**src/design/ppl_pkg.sv**
```systemverilog
// constants, modes and states of the parallel passive load port
// assumes a 125 MHz system clock; all counts derive from that rate
package ppl_pkg;

   // system clock rate in MHz
   localparam int unsigned SYS_CLK_MHZ = 125;

   // pin timing in printed units
   localparam int unsigned T_REQ_TO_LOW_NS = 600;
   localparam int unsigned T_STATUS_MIN_US = 268;
   localparam int unsigned T_STATUS_MAX_US = 1506;
   localparam int unsigned T_POR_US = 100;
   localparam int unsigned T_INIT_OSC_MIN_US = 175;
   localparam int unsigned T_INIT_OSC_MAX_US = 437;
   localparam int unsigned T_CLK_MAX_PERIOD_NS = 10;
   localparam int unsigned CLK_PERIODS_TO_UCLK = 4;
   localparam int unsigned UCLK_INIT_PERIODS = 17408;

   // derived cycle counts: least times round up, longest round down
   localparam int unsigned REQ_TO_LOW_CYC = (T_REQ_TO_LOW_NS * SYS_CLK_MHZ) / 1000;
   localparam int unsigned STATUS_MIN_CYC = T_STATUS_MIN_US * SYS_CLK_MHZ;
   localparam int unsigned STATUS_MAX_CYC = T_STATUS_MAX_US * SYS_CLK_MHZ;
   localparam int unsigned POR_CYC = T_POR_US * SYS_CLK_MHZ;
   localparam int unsigned INIT_OSC_CYC = T_INIT_OSC_MIN_US * SYS_CLK_MHZ;
   localparam int unsigned UCLK_DELAY_CYC =
      (CLK_PERIODS_TO_UCLK * T_CLK_MAX_PERIOD_NS * SYS_CLK_MHZ + 999) / 1000;

   // bus width straps
   localparam logic [1:0] MODE_X8 = 2'h0;
   localparam logic [1:0] MODE_X16 = 2'h1;
   localparam logic [1:0] MODE_X32 = 2'h2;

   // option bits carried in the first word of the image
   localparam int unsigned OPT_INIT_DONE_BIT = 0;
   localparam int unsigned OPT_USER_CLK_BIT = 1;

   // widths and defaults
   localparam int unsigned DATA_W = 32;
   localparam int unsigned CNT_W = 20;
   localparam int unsigned WORD_CNT_W = 16;
   localparam int unsigned FIFO_DEPTH = 8;
   localparam int unsigned IMAGE_BYTES_DEF = 1024;

   // reset values of the pins
   localparam logic STATUS_B_RST = 1'b0;
   localparam logic LOAD_DONE_RST = 1'b0;

   // nine states need four bits
   typedef enum logic [3:0] {
      ST_POR,
      ST_CLEAR,
      ST_LOAD,
      ST_ERR,
      ST_DONE_EDGES,
      ST_INIT_OSC,
      ST_INIT_PRE,
      ST_INIT_UCLK,
      ST_USER
   } ppl_state_t;

endpackage

```
**src/design/ppl_fifo.sv**
```systemverilog
// small synchronous fifo with valid/ready on both sides
// assumes one clock and an asynchronous active-low reset; depth a power of two
`timescale 1ns/1ps
`default_nettype none
module ppl_fifo #(
   parameter int unsigned WIDTH = 32,
   parameter int unsigned DEPTH = 8
) (
   input wire logic clk_sys_i,
   input wire logic rst_b_i,
   input wire logic in_valid_i,
   output logic in_ready_o,
   input wire logic [WIDTH-1:0] in_data_i,
   output logic out_valid_o,
   input wire logic out_ready_i,
   output logic [WIDTH-1:0] out_data_o
);
   localparam int unsigned AW = $clog2(DEPTH);

   typedef struct packed {
      logic [DEPTH-1:0][WIDTH-1:0] mem;
      logic [AW-1:0] wp;
      logic [AW-1:0] rp;
      logic [AW:0] cnt;
      logic ov;
      logic [WIDTH-1:0] od;
   } ppl_fifo_st_t;

   ppl_fifo_st_t r_reg;
   ppl_fifo_st_t r_next;
   logic push;
   logic pull;

   // ready reflects the stored count only, so a full fifo honestly refuses
   assign in_ready_o = (r_reg.cnt != (AW + 1)'(DEPTH));
   assign out_valid_o = r_reg.ov;
   assign out_data_o = r_reg.od;

   // the output stage is refilled from storage whenever it is empty or taken
   always_comb begin
      r_next = r_reg;
      push = in_valid_i && in_ready_o;
      pull = 1'b0;
      if (r_reg.ov && out_ready_i) begin
         r_next.ov = 1'b0;
      end
      if (!r_next.ov && (r_reg.cnt != '0)) begin
         r_next.od = r_reg.mem[r_reg.rp];
         r_next.ov = 1'b1;
         r_next.rp = r_reg.rp + 1'b1;
         pull = 1'b1;
      end
      if (push) begin
         r_next.mem[r_reg.wp] = in_data_i;
         r_next.wp = r_reg.wp + 1'b1;
      end
      if (push && !pull) begin
         r_next.cnt = r_reg.cnt + 1'b1;
      end else if (pull && !push) begin
         r_next.cnt = r_reg.cnt - 1'b1;
      end
   end

   always_ff @(posedge clk_sys_i or negedge rst_b_i) begin
      if (!rst_b_i) begin
         r_reg <= '0;
      end else begin
         r_reg <= r_next;
      end
   end
endmodule
`default_nettype wire

```
**src/design/ppl_loader.sv**
```systemverilog
// device end of the parallel passive load port, one word per rising clock edge
// assumes the host drives request, config clock and data from outside this
// clock domain; the fabric behind drains loaded words over valid/ready
//
// Notes on behaviour
// - request low in user mode restarts a fresh configuration cycle
// - load-complete and status go low within 600 ns of request falling
// - status stays low at least 268 us, released by 1506 us unless stretched
// - status rises within 1506 us after request returns high
// - status held low through the power-on delay
// - load-complete stays low after power-up and throughout loading
// - bus uses bits 7..0, 15..0 or 31..0 per mode; then user pins
// - one whole data word taken on every rising config clock edge
// - load-complete rises only after the whole image arrived without error
// - config clock ignored once configuration has completed
// - with internal oscillator, user mode 175 to 437 us after load-complete
// - user clock enabled after 4 max clock periods, then 17408 periods
// - once its option is loaded, init-complete pin low until init ends
`timescale 1ns/1ps
`default_nettype none
module ppl_loader
   import ppl_pkg::*;
#(
   parameter int unsigned IMAGE_BYTES = ppl_pkg::IMAGE_BYTES_DEF,
   parameter int unsigned FIFO_WORDS = ppl_pkg::FIFO_DEPTH,
   parameter int unsigned POR_CYCLES = ppl_pkg::POR_CYC,
   parameter int unsigned STATUS_MIN_CYCLES = ppl_pkg::STATUS_MIN_CYC,
   parameter int unsigned INIT_OSC_CYCLES = ppl_pkg::INIT_OSC_CYC,
   parameter int unsigned UCLK_PERIODS = ppl_pkg::UCLK_INIT_PERIODS
) (
   input wire logic clk_sys_i,
   input wire logic rst_b_i,
   input wire logic config_req_b_i,
   input wire logic config_clock_i,
   input wire logic user_supplied_clock_i,
   input wire logic [1:0] width_mode_i,
   input wire logic [ppl_pkg::DATA_W-1:0] data_i,
   output logic status_b_o,
   output logic status_oe_o,
   output logic load_done_o,
   output logic init_done_o,
   output logic init_done_oe_o,
   output logic user_mode_o,
   output logic cfg_valid_o,
   input wire logic cfg_ready_i,
   output logic [ppl_pkg::DATA_W-1:0] cfg_data_o
);
   import ppl_pkg::*;

   typedef struct packed {
      logic req_s1;
      logic req_s2;
      logic clk_s1;
      logic clk_s2;
      logic clk_d;
      logic uck_s1;
      logic uck_s2;
      logic uck_d;
      logic [1:0] mode_s1;
      logic [1:0] mode_s2;
      logic [DATA_W-1:0] dat_s1;
      logic [DATA_W-1:0] dat_s2;
      ppl_state_t st;
      logic [CNT_W-1:0] cnt;
      logic [WORD_CNT_W-1:0] words;
      logic [1:0] mode;
      logic falls;
      logic opt_init;
      logic opt_uclk;
      logic status_b;
      logic status_oe;
      logic load_done;
      logic init_done;
      logic user_mode;
      logic push;
      logic [DATA_W-1:0] push_data;
   } ppl_loader_st_t;

   ppl_loader_st_t r_reg;
   ppl_loader_st_t r_next;
   logic fifo_ready;
   logic clk_rise;
   logic clk_fall;
   logic uck_rise;

   // keep only the lanes that the strap selects
   function automatic logic [DATA_W-1:0] lane_mask(input logic [1:0] mode);
      logic [DATA_W-1:0] m;
      m = 32'h0000_00ff;
      if (mode == MODE_X16) begin
         m = 32'h0000_ffff;
      end else if (mode == MODE_X32) begin
         m = 32'hffff_ffff;
      end
      return m;
   endfunction

   // number of words making up the image at the strapped width
   function automatic logic [WORD_CNT_W-1:0] image_words(input logic [1:0] mode);
      logic [WORD_CNT_W-1:0] w;
      w = WORD_CNT_W'(IMAGE_BYTES);
      if (mode == MODE_X16) begin
         w = WORD_CNT_W'(IMAGE_BYTES / 2);
      end else if (mode == MODE_X32) begin
         w = WORD_CNT_W'(IMAGE_BYTES / 4);
      end
      return w;
   endfunction

   // edges are found on the second sync stage only
   assign clk_rise = r_reg.clk_s2 && !r_reg.clk_d;
   assign clk_fall = !r_reg.clk_s2 && r_reg.clk_d;
   assign uck_rise = r_reg.uck_s2 && !r_reg.uck_d;

   // pins come straight from state flops
   assign status_b_o = r_reg.status_b;
   assign status_oe_o = r_reg.status_oe;
   assign load_done_o = r_reg.load_done;
   assign init_done_o = r_reg.init_done;
   assign init_done_oe_o = r_reg.opt_init;
   assign user_mode_o = r_reg.user_mode;

   // loaded words wait here until the fabric takes them
   ppl_fifo #(
      .WIDTH(DATA_W),
      .DEPTH(FIFO_WORDS)
   ) u_fifo (
      .clk_sys_i(clk_sys_i),
      .rst_b_i(rst_b_i),
      .in_valid_i(r_reg.push),
      .in_ready_o(fifo_ready),
      .in_data_i(r_reg.push_data),
      .out_valid_o(cfg_valid_o),
      .out_ready_i(cfg_ready_i),
      .out_data_o(cfg_data_o)
   );

   // next-state logic for the whole loader
   always_comb begin
      r_next = r_reg;
      // two-stage synchronisers for every pin from the host
      r_next.req_s1 = config_req_b_i;
      r_next.req_s2 = r_reg.req_s1;
      r_next.clk_s1 = config_clock_i;
      r_next.clk_s2 = r_reg.clk_s1;
      r_next.clk_d = r_reg.clk_s2;
      r_next.uck_s1 = user_supplied_clock_i;
      r_next.uck_s2 = r_reg.uck_s1;
      r_next.uck_d = r_reg.uck_s2;
      r_next.mode_s1 = width_mode_i;
      r_next.mode_s2 = r_reg.mode_s1;
      r_next.dat_s1 = data_i;
      r_next.dat_s2 = r_reg.dat_s1;
      r_next.push = 1'b0;
      r_next.cnt = r_reg.cnt + 1'b1;

      case (r_reg.st)
         ST_POR: begin
            // status stays low for the whole power-on delay
            r_next.status_b = 1'b0;
            r_next.status_oe = 1'b1;
            r_next.load_done = 1'b0;
            if (r_reg.cnt >= CNT_W'(POR_CYCLES - 1)) begin
               r_next.st = ST_CLEAR;
               r_next.cnt = '0;
            end
         end
         ST_CLEAR: begin
            // saturate so a long request hold cannot wrap the count
            if (r_reg.cnt >= CNT_W'(STATUS_MIN_CYCLES - 1)) begin
               r_next.cnt = r_reg.cnt;
            end
            // release once the least low time passed and request is high
            if (r_reg.cnt >= CNT_W'(STATUS_MIN_CYCLES - 1) && r_reg.req_s2) begin
               r_next.st = ST_LOAD;
               r_next.status_b = 1'b1;
               r_next.status_oe = 1'b0;
               r_next.words = '0;
               r_next.mode = r_reg.mode_s2;
            end
         end
         ST_LOAD: begin
            // a word refused by a full fifo is lost, so the load fails
            if (r_reg.push && !fifo_ready) begin
               r_next.st = ST_ERR;
               r_next.status_b = 1'b0;
               r_next.status_oe = 1'b1;
            end else if (clk_rise) begin
               r_next.push = 1'b1;
               r_next.push_data = r_reg.dat_s2 & lane_mask(r_reg.mode);
               r_next.words = r_reg.words + 1'b1;
               if (r_reg.words == '0) begin
                  r_next.opt_init = r_reg.dat_s2[OPT_INIT_DONE_BIT];
                  r_next.opt_uclk = r_reg.dat_s2[OPT_USER_CLK_BIT];
               end
               if (r_reg.words + 1'b1 == image_words(r_reg.mode)) begin
                  r_next.st = ST_DONE_EDGES;
               end
            end
         end
         ST_DONE_EDGES: begin
            // last word must also be accepted before completion shows
            if (r_reg.push && !fifo_ready) begin
               r_next.st = ST_ERR;
               r_next.status_b = 1'b0;
               r_next.status_oe = 1'b1;
            end else begin
               r_next.load_done = 1'b1;
            end
            // count the two falling edges that start initialisation
            if (r_reg.load_done && clk_fall) begin
               r_next.falls = 1'b1;
               if (r_reg.falls) begin
                  r_next.st = r_reg.opt_uclk ? ST_INIT_PRE : ST_INIT_OSC;
                  r_next.cnt = '0;
               end
            end
         end
         ST_INIT_OSC: begin
            // config clock no longer looked at from here on
            if (r_reg.cnt >= CNT_W'(INIT_OSC_CYCLES - 1)) begin
               r_next.st = ST_USER;
            end
         end
         ST_INIT_PRE: begin
            // wait four worst-case clock periods before using the user clock
            if (r_reg.cnt >= CNT_W'(UCLK_DELAY_CYC - 1)) begin
               r_next.st = ST_INIT_UCLK;
               r_next.cnt = '0;
            end
         end
         ST_INIT_UCLK: begin
            // count user clock rises, not system cycles
            r_next.cnt = r_reg.cnt;
            if (uck_rise) begin
               r_next.cnt = r_reg.cnt + 1'b1;
               if (r_reg.cnt == CNT_W'(UCLK_PERIODS - 1)) begin
                  r_next.st = ST_USER;
               end
            end
         end
         ST_USER: begin
            r_next.cnt = r_reg.cnt;
         end
         ST_ERR: begin
            // status stays low until the host pulses the request
            r_next.cnt = r_reg.cnt;
         end
         default: begin
            r_next.st = ST_POR;
            r_next.cnt = '0;
         end
      endcase

      // entering user mode releases the init-complete pin
      if (r_next.st == ST_USER) begin
         r_next.user_mode = 1'b1;
         r_next.init_done = 1'b1;
      end else begin
         r_next.user_mode = 1'b0;
         r_next.init_done = 1'b0;
      end

      // a low request restarts from any state but power-on, within a few cycles
      if (!r_reg.req_s2 && r_reg.st != ST_POR) begin
         r_next.st = ST_CLEAR;
         r_next.status_b = 1'b0;
         r_next.status_oe = 1'b1;
         r_next.load_done = 1'b0;
         r_next.user_mode = 1'b0;
         r_next.init_done = 1'b0;
         r_next.opt_init = 1'b0;
         r_next.opt_uclk = 1'b0;
         r_next.falls = 1'b0;
         r_next.push = 1'b0;
         if (r_reg.st != ST_CLEAR) begin
            r_next.cnt = '0;
         end
      end
   end

   // single register for all state; pins start in the power-on hold
   always_ff @(posedge clk_sys_i or negedge rst_b_i) begin
      if (!rst_b_i) begin
         r_reg <= '0;
         r_reg.req_s1 <= 1'b1;
         r_reg.req_s2 <= 1'b1;
         r_reg.st <= ST_POR;
         r_reg.status_b <= STATUS_B_RST;
         r_reg.status_oe <= 1'b1;
         r_reg.load_done <= LOAD_DONE_RST;
      end else begin
         r_reg <= r_next;
      end
   end
endmodule
`default_nettype wire

```
**config.mk**
```make
export PLATFORM = sky130hd
export DESIGN_NAME = ppl_loader
export DESIGN_NICKNAME = d
export VERILOG_FILES = /design/src/design/ppl_pkg.sv /design/src/design/ppl_fifo.sv /design/src/design/ppl_loader.sv
export SDC_FILE = /design/constraint.sdc
export NUM_CORES = 1
export LEC_CHECK = 0
export BUFFER_PORTS_ARGS = -buffer_cell sky130_fd_sc_hd__buf_2
export CELL_PAD_IN_SITES_DETAIL_PLACEMENT = 0
export CELL_PAD_IN_SITES_GLOBAL_PLACEMENT = 1
export CORE_MARGIN = 2
export CORE_UTILIZATION = 46
export CTS_CLUSTER_SIZE = 12
export DETAILED_ROUTE_END_ITERATION = 12
export PLACE_DENSITY_LB_ADDON = 0.1
export SLEW_MARGIN = 30
export SYNTH_ARGS = -nofsm -noshare
export SYNTH_HDL_FRONTEND = slang
export SYNTH_SLANG_ARGS = --single-unit
```
**constraint.sdc**
```tcl
create_clock -name clk_sys_i -period 2.7 [get_ports clk_sys_i]
set_clock_uncertainty 0.2 [all_clocks]
set_input_delay 0.54 -clock clk_sys_i [delete_from_list [all_inputs] [get_ports clk_sys_i]]
set_output_delay 0.54 -clock clk_sys_i [all_outputs]
set_load 0.05 [all_outputs]
```
==> flow_metrics.env, run 1 <==
export IMPL_status="finished with violations"
export IMPL_violations="setup timing"
export IMPL_finalWirelength_mm=44.9
export IMPL_hold_viol=0
export IMPL_synth_edf_count=0
export IMPL_die_height_um=212
export IMPL_finalCritPeriodShare_pct=104
export IMPL_die_w_um=212
export IMPL_firstDrtPassIters=7
export IMPL_boundaryPins=79
export IMPL_syn_inst=1492
export IMPL_cp_num_buf_inv=0
export IMPL_gp_congestion=0.816
export IMPL_rows=76
export IMPL_start_util_pct=46.3
export IMPL_ys_ff_latch=457
export IMPL_syn_area_per_cell_um2=13.3
export IMPL_setup_tns_ps=-669
export IMPL_hp_class="reg -> reg"
export IMPL_port_buffers=78
export IMPL_synth_cell_types=72
export IMPL_fin_hold_ws_ps=145
export IMPL_leakagePower_nw=11.3
export IMPL_cp_top_family="simple AND/OR/NAND/NOR gates"
export IMPL_grt_ovfl_total=0
export IMPL_cts_sink_count=457
export IMPL_fillCellCount=3577
export IMPL_crit_arrival_ps=3110
export IMPL_ys_flop_type="dfrtp_1"
export IMPL_clock_root_buffer="clkbuf_16"
export IMPL_cp_cell_sequence="or4_4 -> or3_4 -> or4b_4 -> o2111ai_4 -> or3b_1 -> a31oi_1"
export IMPL_syn_nets=1545
export IMPL_antenna_found_initial=1
export IMPL_dp_hpwl_mm=26.5
export IMPL_fin_ws_ps=-111
export IMPL_setup_viol=13
export IMPL_area_growth_pct=19.1
export IMPL_endpoint_kind="register"
export IMPL_yosysWarnings=0
export IMPL_antenna_cells=0
export IMPL_crit_fanout=5
export IMPL_die_area_um2=44800
export IMPL_fin_crit_ps=2810
export IMPL_max_slew_margin_rel_pct=48.7
export IMPL_seq_area_frac_synth_pct=57.7
export IMPL_final_cell_mix="dfrtp_1 (449), mux2_2 (260), nand2_1 (109)"
export IMPL_core_area_um2=42800
export IMPL_cts_tree="yes"
export IMPL_htree_levels=2
export IMPL_grt_total_usage_pct=20.8
export IMPL_via_per_inst=5.57
export IMPL_grt_pass1_wl_mm=72.1
export IMPL_slew_violations=0
export IMPL_drt_iter0_drc=852
export IMPL_synth_async_sr_flop_share_pct=100
export IMPL_worst_slew_pin_transition_ps=770
export IMPL_max_freq_mhz=356
export IMPL_startpoint_type="register"
export IMPL_drc=0
export IMPL_numCtsBuffers=49
export IMPL_critical_path_class="reg -> reg"
export IMPL_path_clk_slew_ps=60
export IMPL_num_vias=12329
export IMPL_wl_per_cell_um=20.3
export IMPL_peakVddDrop_uv=476
export IMPL_syn_area_um2=19800
export IMPL_cp_slowest_cell="or4_4"
export IMPL_total_power_mw=17.1
export IMPL_rsz0062_at_grt="yes"
export IMPL_nets=1685
export IMPL_max_stage_delay_ps=550
export IMPL_clock_latency_ps=570
export IMPL_post_place_ws_ps=-156
export IMPL_power_density_nw_per_um2=725
export IMPL_grt_pass1_vias=12666
export IMPL_final_antenna_net_count=0
export IMPL_cap_violations=0
export IMPL_drive_above_1_share_pct=37.8
export IMPL_crit_required_ps=3000
export IMPL_clock_path_buffers=3
export IMPL_final_common_cell="dfrtp_1"
export IMPL_largest_reg_flops=266
export IMPL_grt_max_degree=82
metal layers:
metal  share of wire, %  vias up  global-route usage (%)  routed length [um]
li1                   -     5649                       -                   -
met1                 48     6420                    30.0               21300
met2                 47      198                    32.8               21100
met3                3.8       62                    3.56                1700
met4                1.7        0                    5.27                 784
met5                  0        -                       0                   0
logic make-up after synthesis:
logic type | synth area share, %
muxes | 23.9
adders and majority gates | 0.909
and+or+nand+nor | 8.08
AOI/OAI and AO/OA | 5.09
xor gates and xnor gates | 0.795
DFF | 57.7
buffers and inverters | 3.52
final cells by class:
| class | instances | area [um^2] | area share, % |
|---|---|---|---|
| Clock inverter | 8 | 126 | 0.535 |
| Tap cell | 546 | 683 | 2.89 |
| Multi-Input combinational cell | 884 | 7910 | 33.5 |
| Sequential cell | 457 | 11400 | 48.5 |
| Clock buffer | 79 | 1540 | 6.52 |
| Inverter | 21 | 78.8 | 0.334 |
| Timing Repair Buffer | 219 | 1830 | 7.73 |
worst paths after layout:
path	startpoint	endpoint	slack [ps]	cells past startpoint
min reg2reg	r_next[148]	r_reg[148]	150	0
min in group asynchronous	rst_b_i	u_fifo.out_data_o[24]	240	2
max in group asynchronous	rst_b_i	u_fifo.r_reg[281]	1300	3
min	r_next[148]	r_reg[148]	150	0
max	r_reg[78]	r_reg[75]	-110	6
max reg2reg	r_reg[78]	r_reg[75]	-110	6
through the flow:
step / utilization [%] / area, um^2 / std cells
2_1_floorplan: - / 19900 / 1492
4_1_cts: 54.8 / 23400 / 2211
3_3_place_gp: 49.8 / 21300 / 2084
5_1_grt: 55.2 / 23600 / 2214
3_5_place_dp: 49.8 / 21300 / 2084
6_report: 55.2 / 23600 / 2214
where the power goes:
part / internal (mW) / switching [mW] / total [mW]
combinational: 1.02 / 1.72 / 2.74
sequential: 7.16 / 0.356 / 7.51
clock: 4.16 / 2.70 / 6.86
synth_stat cells (all sizes together), types with 13 or more instances:
cell type	number	area share (%)
a31oi	13	0.41
a21oi	50	1.3
nor2	70	1.3
nand3	49	1.2
nand4	18	0.57
clkbuf	74	1.4
o21ai	43	1.1
mux2i	37	1.9
mux2	260	15
mux4	64	7.3
buf	56	1.7
nor3	14	0.35
inv	20	0.38
nand2	110	2.1
dfrtp	454	57
what timing repair did:
| action | in CTS | in global routing |
|---|---|---|
| gates resized for setup | 12 | 27 |
| hold buffers | 39 | 0 |
| gates cloned | 0 | 1 |
| buffers inserted | 1 | 3 |
| pin swaps | 6 | 6 |
| endpoints found under the hold margin | 146 | 0 |
| setup endpoints to repair | 23 | 43 |
Note: power is estimated with default switching activity, not from simulation.
==> run 2, diff against run 1 <==
Settings changed: CORE_UTILIZATION 46 to 55.
Clock period 2.7 ns to 3.52 ns, I/O delays scaled along.
==> run 2 against run 1 <==
Effect of this change: the flow now finishes without violations; non-clock buffer count shrank 88; combinational power shrank 28%; wire length shrank 6.7%; sequential share of layout area grew 2.7 points; register-to-register slack gained 300 ps; final cell count shrank 7.9%; sequential power shrank 23%; largest power group unchanged; first-iteration DRC count shrank 4.3%; power shrank 26%.
==> flow_metrics.env, run 2 (same netlist as run 1, synthesis figures left out) <==
export IMPL_cp_slowest_cell="or4_1"
export IMPL_wl_per_cell_um=20.5
export IMPL_num_vias=11885
export IMPL_finalWirelength_mm=41.9
export IMPL_core_area_um2=35600
export IMPL_start_util_pct=55.7
export IMPL_antenna_found_initial=0
export IMPL_critical_path_class="reg -> reg"
export IMPL_fillCellCount=2777
export IMPL_crit_arrival_ps=3580
export IMPL_power_density_nw_per_um2=568
export IMPL_rsz0062_at_grt="no"
export IMPL_grt_pass1_wl_mm=69.0
export IMPL_path_clk_slew_ps=60
export IMPL_final_cell_mix="dfrtp_1 (451), mux2_2 (260), nand2_1 (109)"
export IMPL_grt_total_usage_pct=23.2
export IMPL_regArea_um2=11400
export IMPL_total_power_mw=12.7
export IMPL_boundaryPins=79
export IMPL_utilization_pct=62.8
export IMPL_port_buffers=78
export IMPL_grt_pass1_vias=12255
export IMPL_gp_congestion=0.844
export IMPL_crit_required_ps=3780
export IMPL_die_area_um2=37600
export IMPL_grt_max_degree=86
export IMPL_drive_above_1_share_pct=34.1
export IMPL_cap_violations=0
export IMPL_critPathLaunch="r_reg[77]"
export IMPL_post_place_ws_ps=263
export IMPL_hp_class="in -> reg"
export IMPL_drt_iter0_drc=815
export IMPL_rows=69
export IMPL_min_delay_start="data_i[25]"
export IMPL_dp_hpwl_mm=24.9
export IMPL_drc=0
export IMPL_final_antenna_net_count=0
export IMPL_clock_path_buffers=3
export IMPL_final_common_cell="dfrtp_1"
export IMPL_peakVddDrop_uv=669
export IMPL_worst_slew_pin_transition_ps=757
export IMPL_firstDrtPassIters=5
export IMPL_max_freq_mhz=301
export IMPL_leakagePower_nw=10.7
export IMPL_cp_cell_sequence="or4_1 -> or3_4 -> or4b_4 -> o2111ai_2 -> nand2_2 -> o41ai_1"
export IMPL_startpoint_type="register"
export IMPL_slew_violations=0
export IMPL_clock_latency_ps=580
export IMPL_htree_levels=2
export IMPL_fin_crit_ps=3330
export IMPL_cts_sink_count=457
export IMPL_hold_viol=0
export IMPL_clock_root_buffer="clkbuf_16"
export IMPL_numCtsBuffers=48
export IMPL_max_slew_margin_rel_pct=49.5
export IMPL_r2r_start="r_reg[77]"
export IMPL_largest_reg_flops=266
export IMPL_fin_ws_ps=193
export IMPL_cts_tree="yes"
export IMPL_max_stage_delay_ps=680
export IMPL_crit_fanout=15
export IMPL_die_w_um=194
export IMPL_endpoint_kind="register"
export IMPL_nets=1596
export IMPL_finalCritPeriodShare_pct=94.5
export IMPL_via_per_inst=5.83
export IMPL_setup_tns_ps=0
export IMPL_area_growth_pct=12.7
export IMPL_setup_viol=0
export IMPL_multiInputGateArea_um2=7730
export IMPL_grt_ovfl_total=0
export IMPL_die_height_um=194
export IMPL_status="finished clean"
run 2: cell types whose count changed in the layout (fill, tap and decap cells not counted), moves of 4 or more:
cell	before	now
buf_4	78	32
buf_12	20	12
o311ai_2	4	0
clkbuf_1	11	15
clkbuf_8	18	12
dlygate4sd3_1	39	9
run 2: worst max-delay path, delay by kind of cell, from the launching register on:
kind             cells  cell delay, ps
AND/OR/NAND/NOR      4            1860
AO/OA/AOI/OAI        2             720
flip-flops           1             420
run 2: through the flow:
stage	cells	hold WS (ps)	cell area, um^2
2_1_floorplan	1492	131	19800
3_3_place_gp	1945	132	20700
4_1_cts	2038	1.13	22300
6_report	2039	27.6	22300
5_1_grt	2038	1.16	22300
3_5_place_dp	1945	135	20700
run 2: routing by layer:
layer | track usage [%] | vias up | routed length [um]
met5 | 0 | - | 0
met4 | 5.95 | 0 | 825
met3 | 4.24 | 60 | 1580
met2 | 37.3 | 206 | 20300
met1 | 33.1 | 6158 | 19200
li1 | - | 5461 | -
run 2: what timing repair did:
action                                  CTS  global route
resized for setup                         0             0
hold endpoints to repair                 52             0
setup buffers                             0             0
hold buffers                              9             0
endpoints found under the setup margin    0             0
run 2: report_power, final:
group	leakage (nW)	switching, mW	total, mW	internal (mW)
clock	0.761	2.02	4.94	2.92
sequential	6.12	0.290	5.78	5.49
combinational	3.83	1.27	1.97	0.700
run 2: final timing paths:
check,endpoint,cells after the start,slack [ps]
max,r_reg[77],6,190
min,r_next[108],1,30
max reg2reg,r_reg[77],6,190
min reg2reg,r_reg[114],0,140
max in group asynchronous,load_done_o,3,1740
min in group asynchronous,u_fifo.out_data_o[25],2,560
run 2: cell type report:
type | instances | area share [%]
inverter | 21 | 0.353
antenna | 1 | 0.0112
timing repair buffer | 131 | 4.34
tap | 461 | 2.58
multi-input combinational | 884 | 34.6
sequential | 457 | 51.2
clock buffer | 77 | 6.59
clock inverter | 7 | 0.336
==> run 3, diff against run 2 <==
Settings changed: CORE_UTILIZATION 55 to 51.
Clock period 3.52 ns to 3.5 ns, I/O delays scaled along.
==> run 3 against run 2 <==
Effect of this change: register-to-register slack better by 250 ps; combinational power about the same; non-clock buffer count down 1; first-iteration DRC count down 19%; worst hold slack better by 1.1 ps; critical path depth up 1; fmax up 8.8%; critical path type unchanged; largest cell class unchanged.
==> flow_metrics.env, run 3 (same netlist as run 1, synthesis figures left out) <==
export IMPL_final_common_cell="dfrtp_1"
export IMPL_dr_max_layer_used="met4"
export IMPL_area_growth_pct=13.1
export IMPL_rsz0062_at_grt="no"
export IMPL_firstDrtPassIters=7
export IMPL_cp_slowest_cell="or4_1"
export IMPL_peakVddDrop_uv=367
export IMPL_reg2reg_slack_ps=440
export IMPL_crit_arrival_ps=3340
export IMPL_drive_above_1_share_pct=33.7
export IMPL_slew_violations=0
export IMPL_wl_per_cell_um=20.0
export IMPL_max_stage_delay_ps=670
export IMPL_setup_viol=0
export IMPL_cap_violations=0
export IMPL_finalWirelength_mm=41.9
export IMPL_cp_depth=7
export IMPL_hp_class="in -> reg"
export IMPL_nets=1595
export IMPL_worstHoldPathCells=1
export IMPL_numCtsBuffers=48
export IMPL_clock_path_buffers=3
export IMPL_critPathLaunch="r_reg[77]"
export IMPL_cts_tree="yes"
export IMPL_die_height_um=201
export IMPL_wl_met3_mm=1.40
export IMPL_drc=0
export IMPL_critical_path_class="reg -> reg"
export IMPL_max_slew_margin_rel_pct=39.6
export IMPL_boundaryPins=79
export IMPL_min_delay_start="data_i[17]"
export IMPL_core_area_um2=38500
export IMPL_antenna_found_initial=1
export IMPL_drt_iter0_drc=664
export IMPL_finalCritPeriodShare_pct=87.4
export IMPL_htree_levels=2
export IMPL_endpoint_kind="register"
export IMPL_final_antenna_net_count=0
export IMPL_path_clk_slew_ps=60
export IMPL_drt_met1_wl_mm=19.3
export IMPL_r2r_start="r_reg[77]"
export IMPL_rows=72
export IMPL_cts_sink_count=457
export IMPL_grt_pass1_vias=12284
export IMPL_r2r_end="r_reg[66]"
export IMPL_grt_ovfl_total=0
export IMPL_gp_congestion=0.813
export IMPL_final_cell_mix="dfrtp_1 (451), mux2_2 (260), nand2_1 (109)"
export IMPL_cp_top_family="simple AND/OR/NAND/NOR gates"
export IMPL_grt_total_usage_pct=21.7
export IMPL_largest_reg_flops=266
export IMPL_crit_fanout=10
export IMPL_port_buffers=78
export IMPL_startpoint_type="register"
export IMPL_clock_latency_ps=580
export IMPL_hold_viol=0
export IMPL_grt_pass1_wl_mm=68.9
export IMPL_power_density_nw_per_um2=570
export IMPL_max_freq_mhz=327
export IMPL_start_util_pct=51.5
export IMPL_grt_max_degree=79
export IMPL_dr_wl_met2_mm=20.3
export IMPL_dpl_cell_area_um2=20700
export IMPL_rr_worst_depth=7
export IMPL_fin_area_um2=22400
export IMPL_leakagePower_nw=10.7
export IMPL_worst_slew_pin_transition_ps=906
export IMPL_antenna_cells=0
export IMPL_clock_root_buffer="clkbuf_16"
export IMPL_cts_resized_gates=0
export IMPL_cp_cell_sequence="or4_1 -> or3_4 -> or4b_4 -> o2111ai_2 -> buf_4 -> a21oi_1 -> a311oi_1"
export IMPL_via_per_inst=5.67
export IMPL_cp_num_buf_inv=1
export IMPL_die_area_um2=40500
export IMPL_dp_hpwl_mm=25.2
export IMPL_die_w_um=201
export IMPL_fin_crit_ps=3060
export IMPL_num_vias=11884
export IMPL_setup_tns_ps=0
export IMPL_status="finished clean"
export IMPL_min_to="r_next[100]"
export IMPL_crit_required_ps=3780
run 3: layout make-up:
class	count	area [um^2]
fill	3152	16000
sequential	457	11400
multi-input combinational	884	7730
clock buffer	79	1480
timing repair buffer	130	963
tap	518	648
inverter	21	78.8
clock inverter	8	76.3
run 3: power breakdown:
part | internal (mW) | leakage [nW] | switching (mW)
clock | 2.95 | 0.767 | 2.03
sequential | 5.52 | 6.12 | 0.303
combinational | 0.714 | 3.82 | 1.26
total | 9.18 | 10.7 | 3.59
run 3: what timing repair did:
| item | in CTS | in global routing |
|---|---|---|
| endpoints found under the hold margin | 70 | 0 |
| hold buffers | 14 | 0 |
| setup buffers | 0 | 0 |
run 3: metal layers:
layer  vias to the layer above  GRT usage [%]
li1                       5463              -
met1                      6162           30.7
met2                       196           35.2
met4                         0           6.30
met3                        63           3.24
met5                         -              0
run 3: through the flow:
stage / hold slack (ps) / power, mW / setup slack (ps) / utilization [%] / std cells
after floorplan: 131 / 7.46 / 336 / - / 1492
after global placement: 132 / 7.92 / 532 / 53.9 / 1996
after detailed placement: 135 / 7.93 / 468 / 53.9 / 1996
after CTS: 0.500 / 13.0 / 433 / 58.3 / 2097
after global routing: 4.24 / 13.3 / 248 / 58.3 / 2097
final: 28.7 / 12.8 / 442 / 58.3 / 2097
run 3: worst max-delay path by stage:
stage	to	slack [ps]
6_report	r_reg[66]	440
5_1_grt	u_fifo.r_reg[36]	250
3_3_place_gp	r_reg[77]	530
3_5_place_dp	r_reg[77]	470
4_1_cts	r_reg[77]	430
2_1_floorplan	u_fifo.r_reg[36]	340
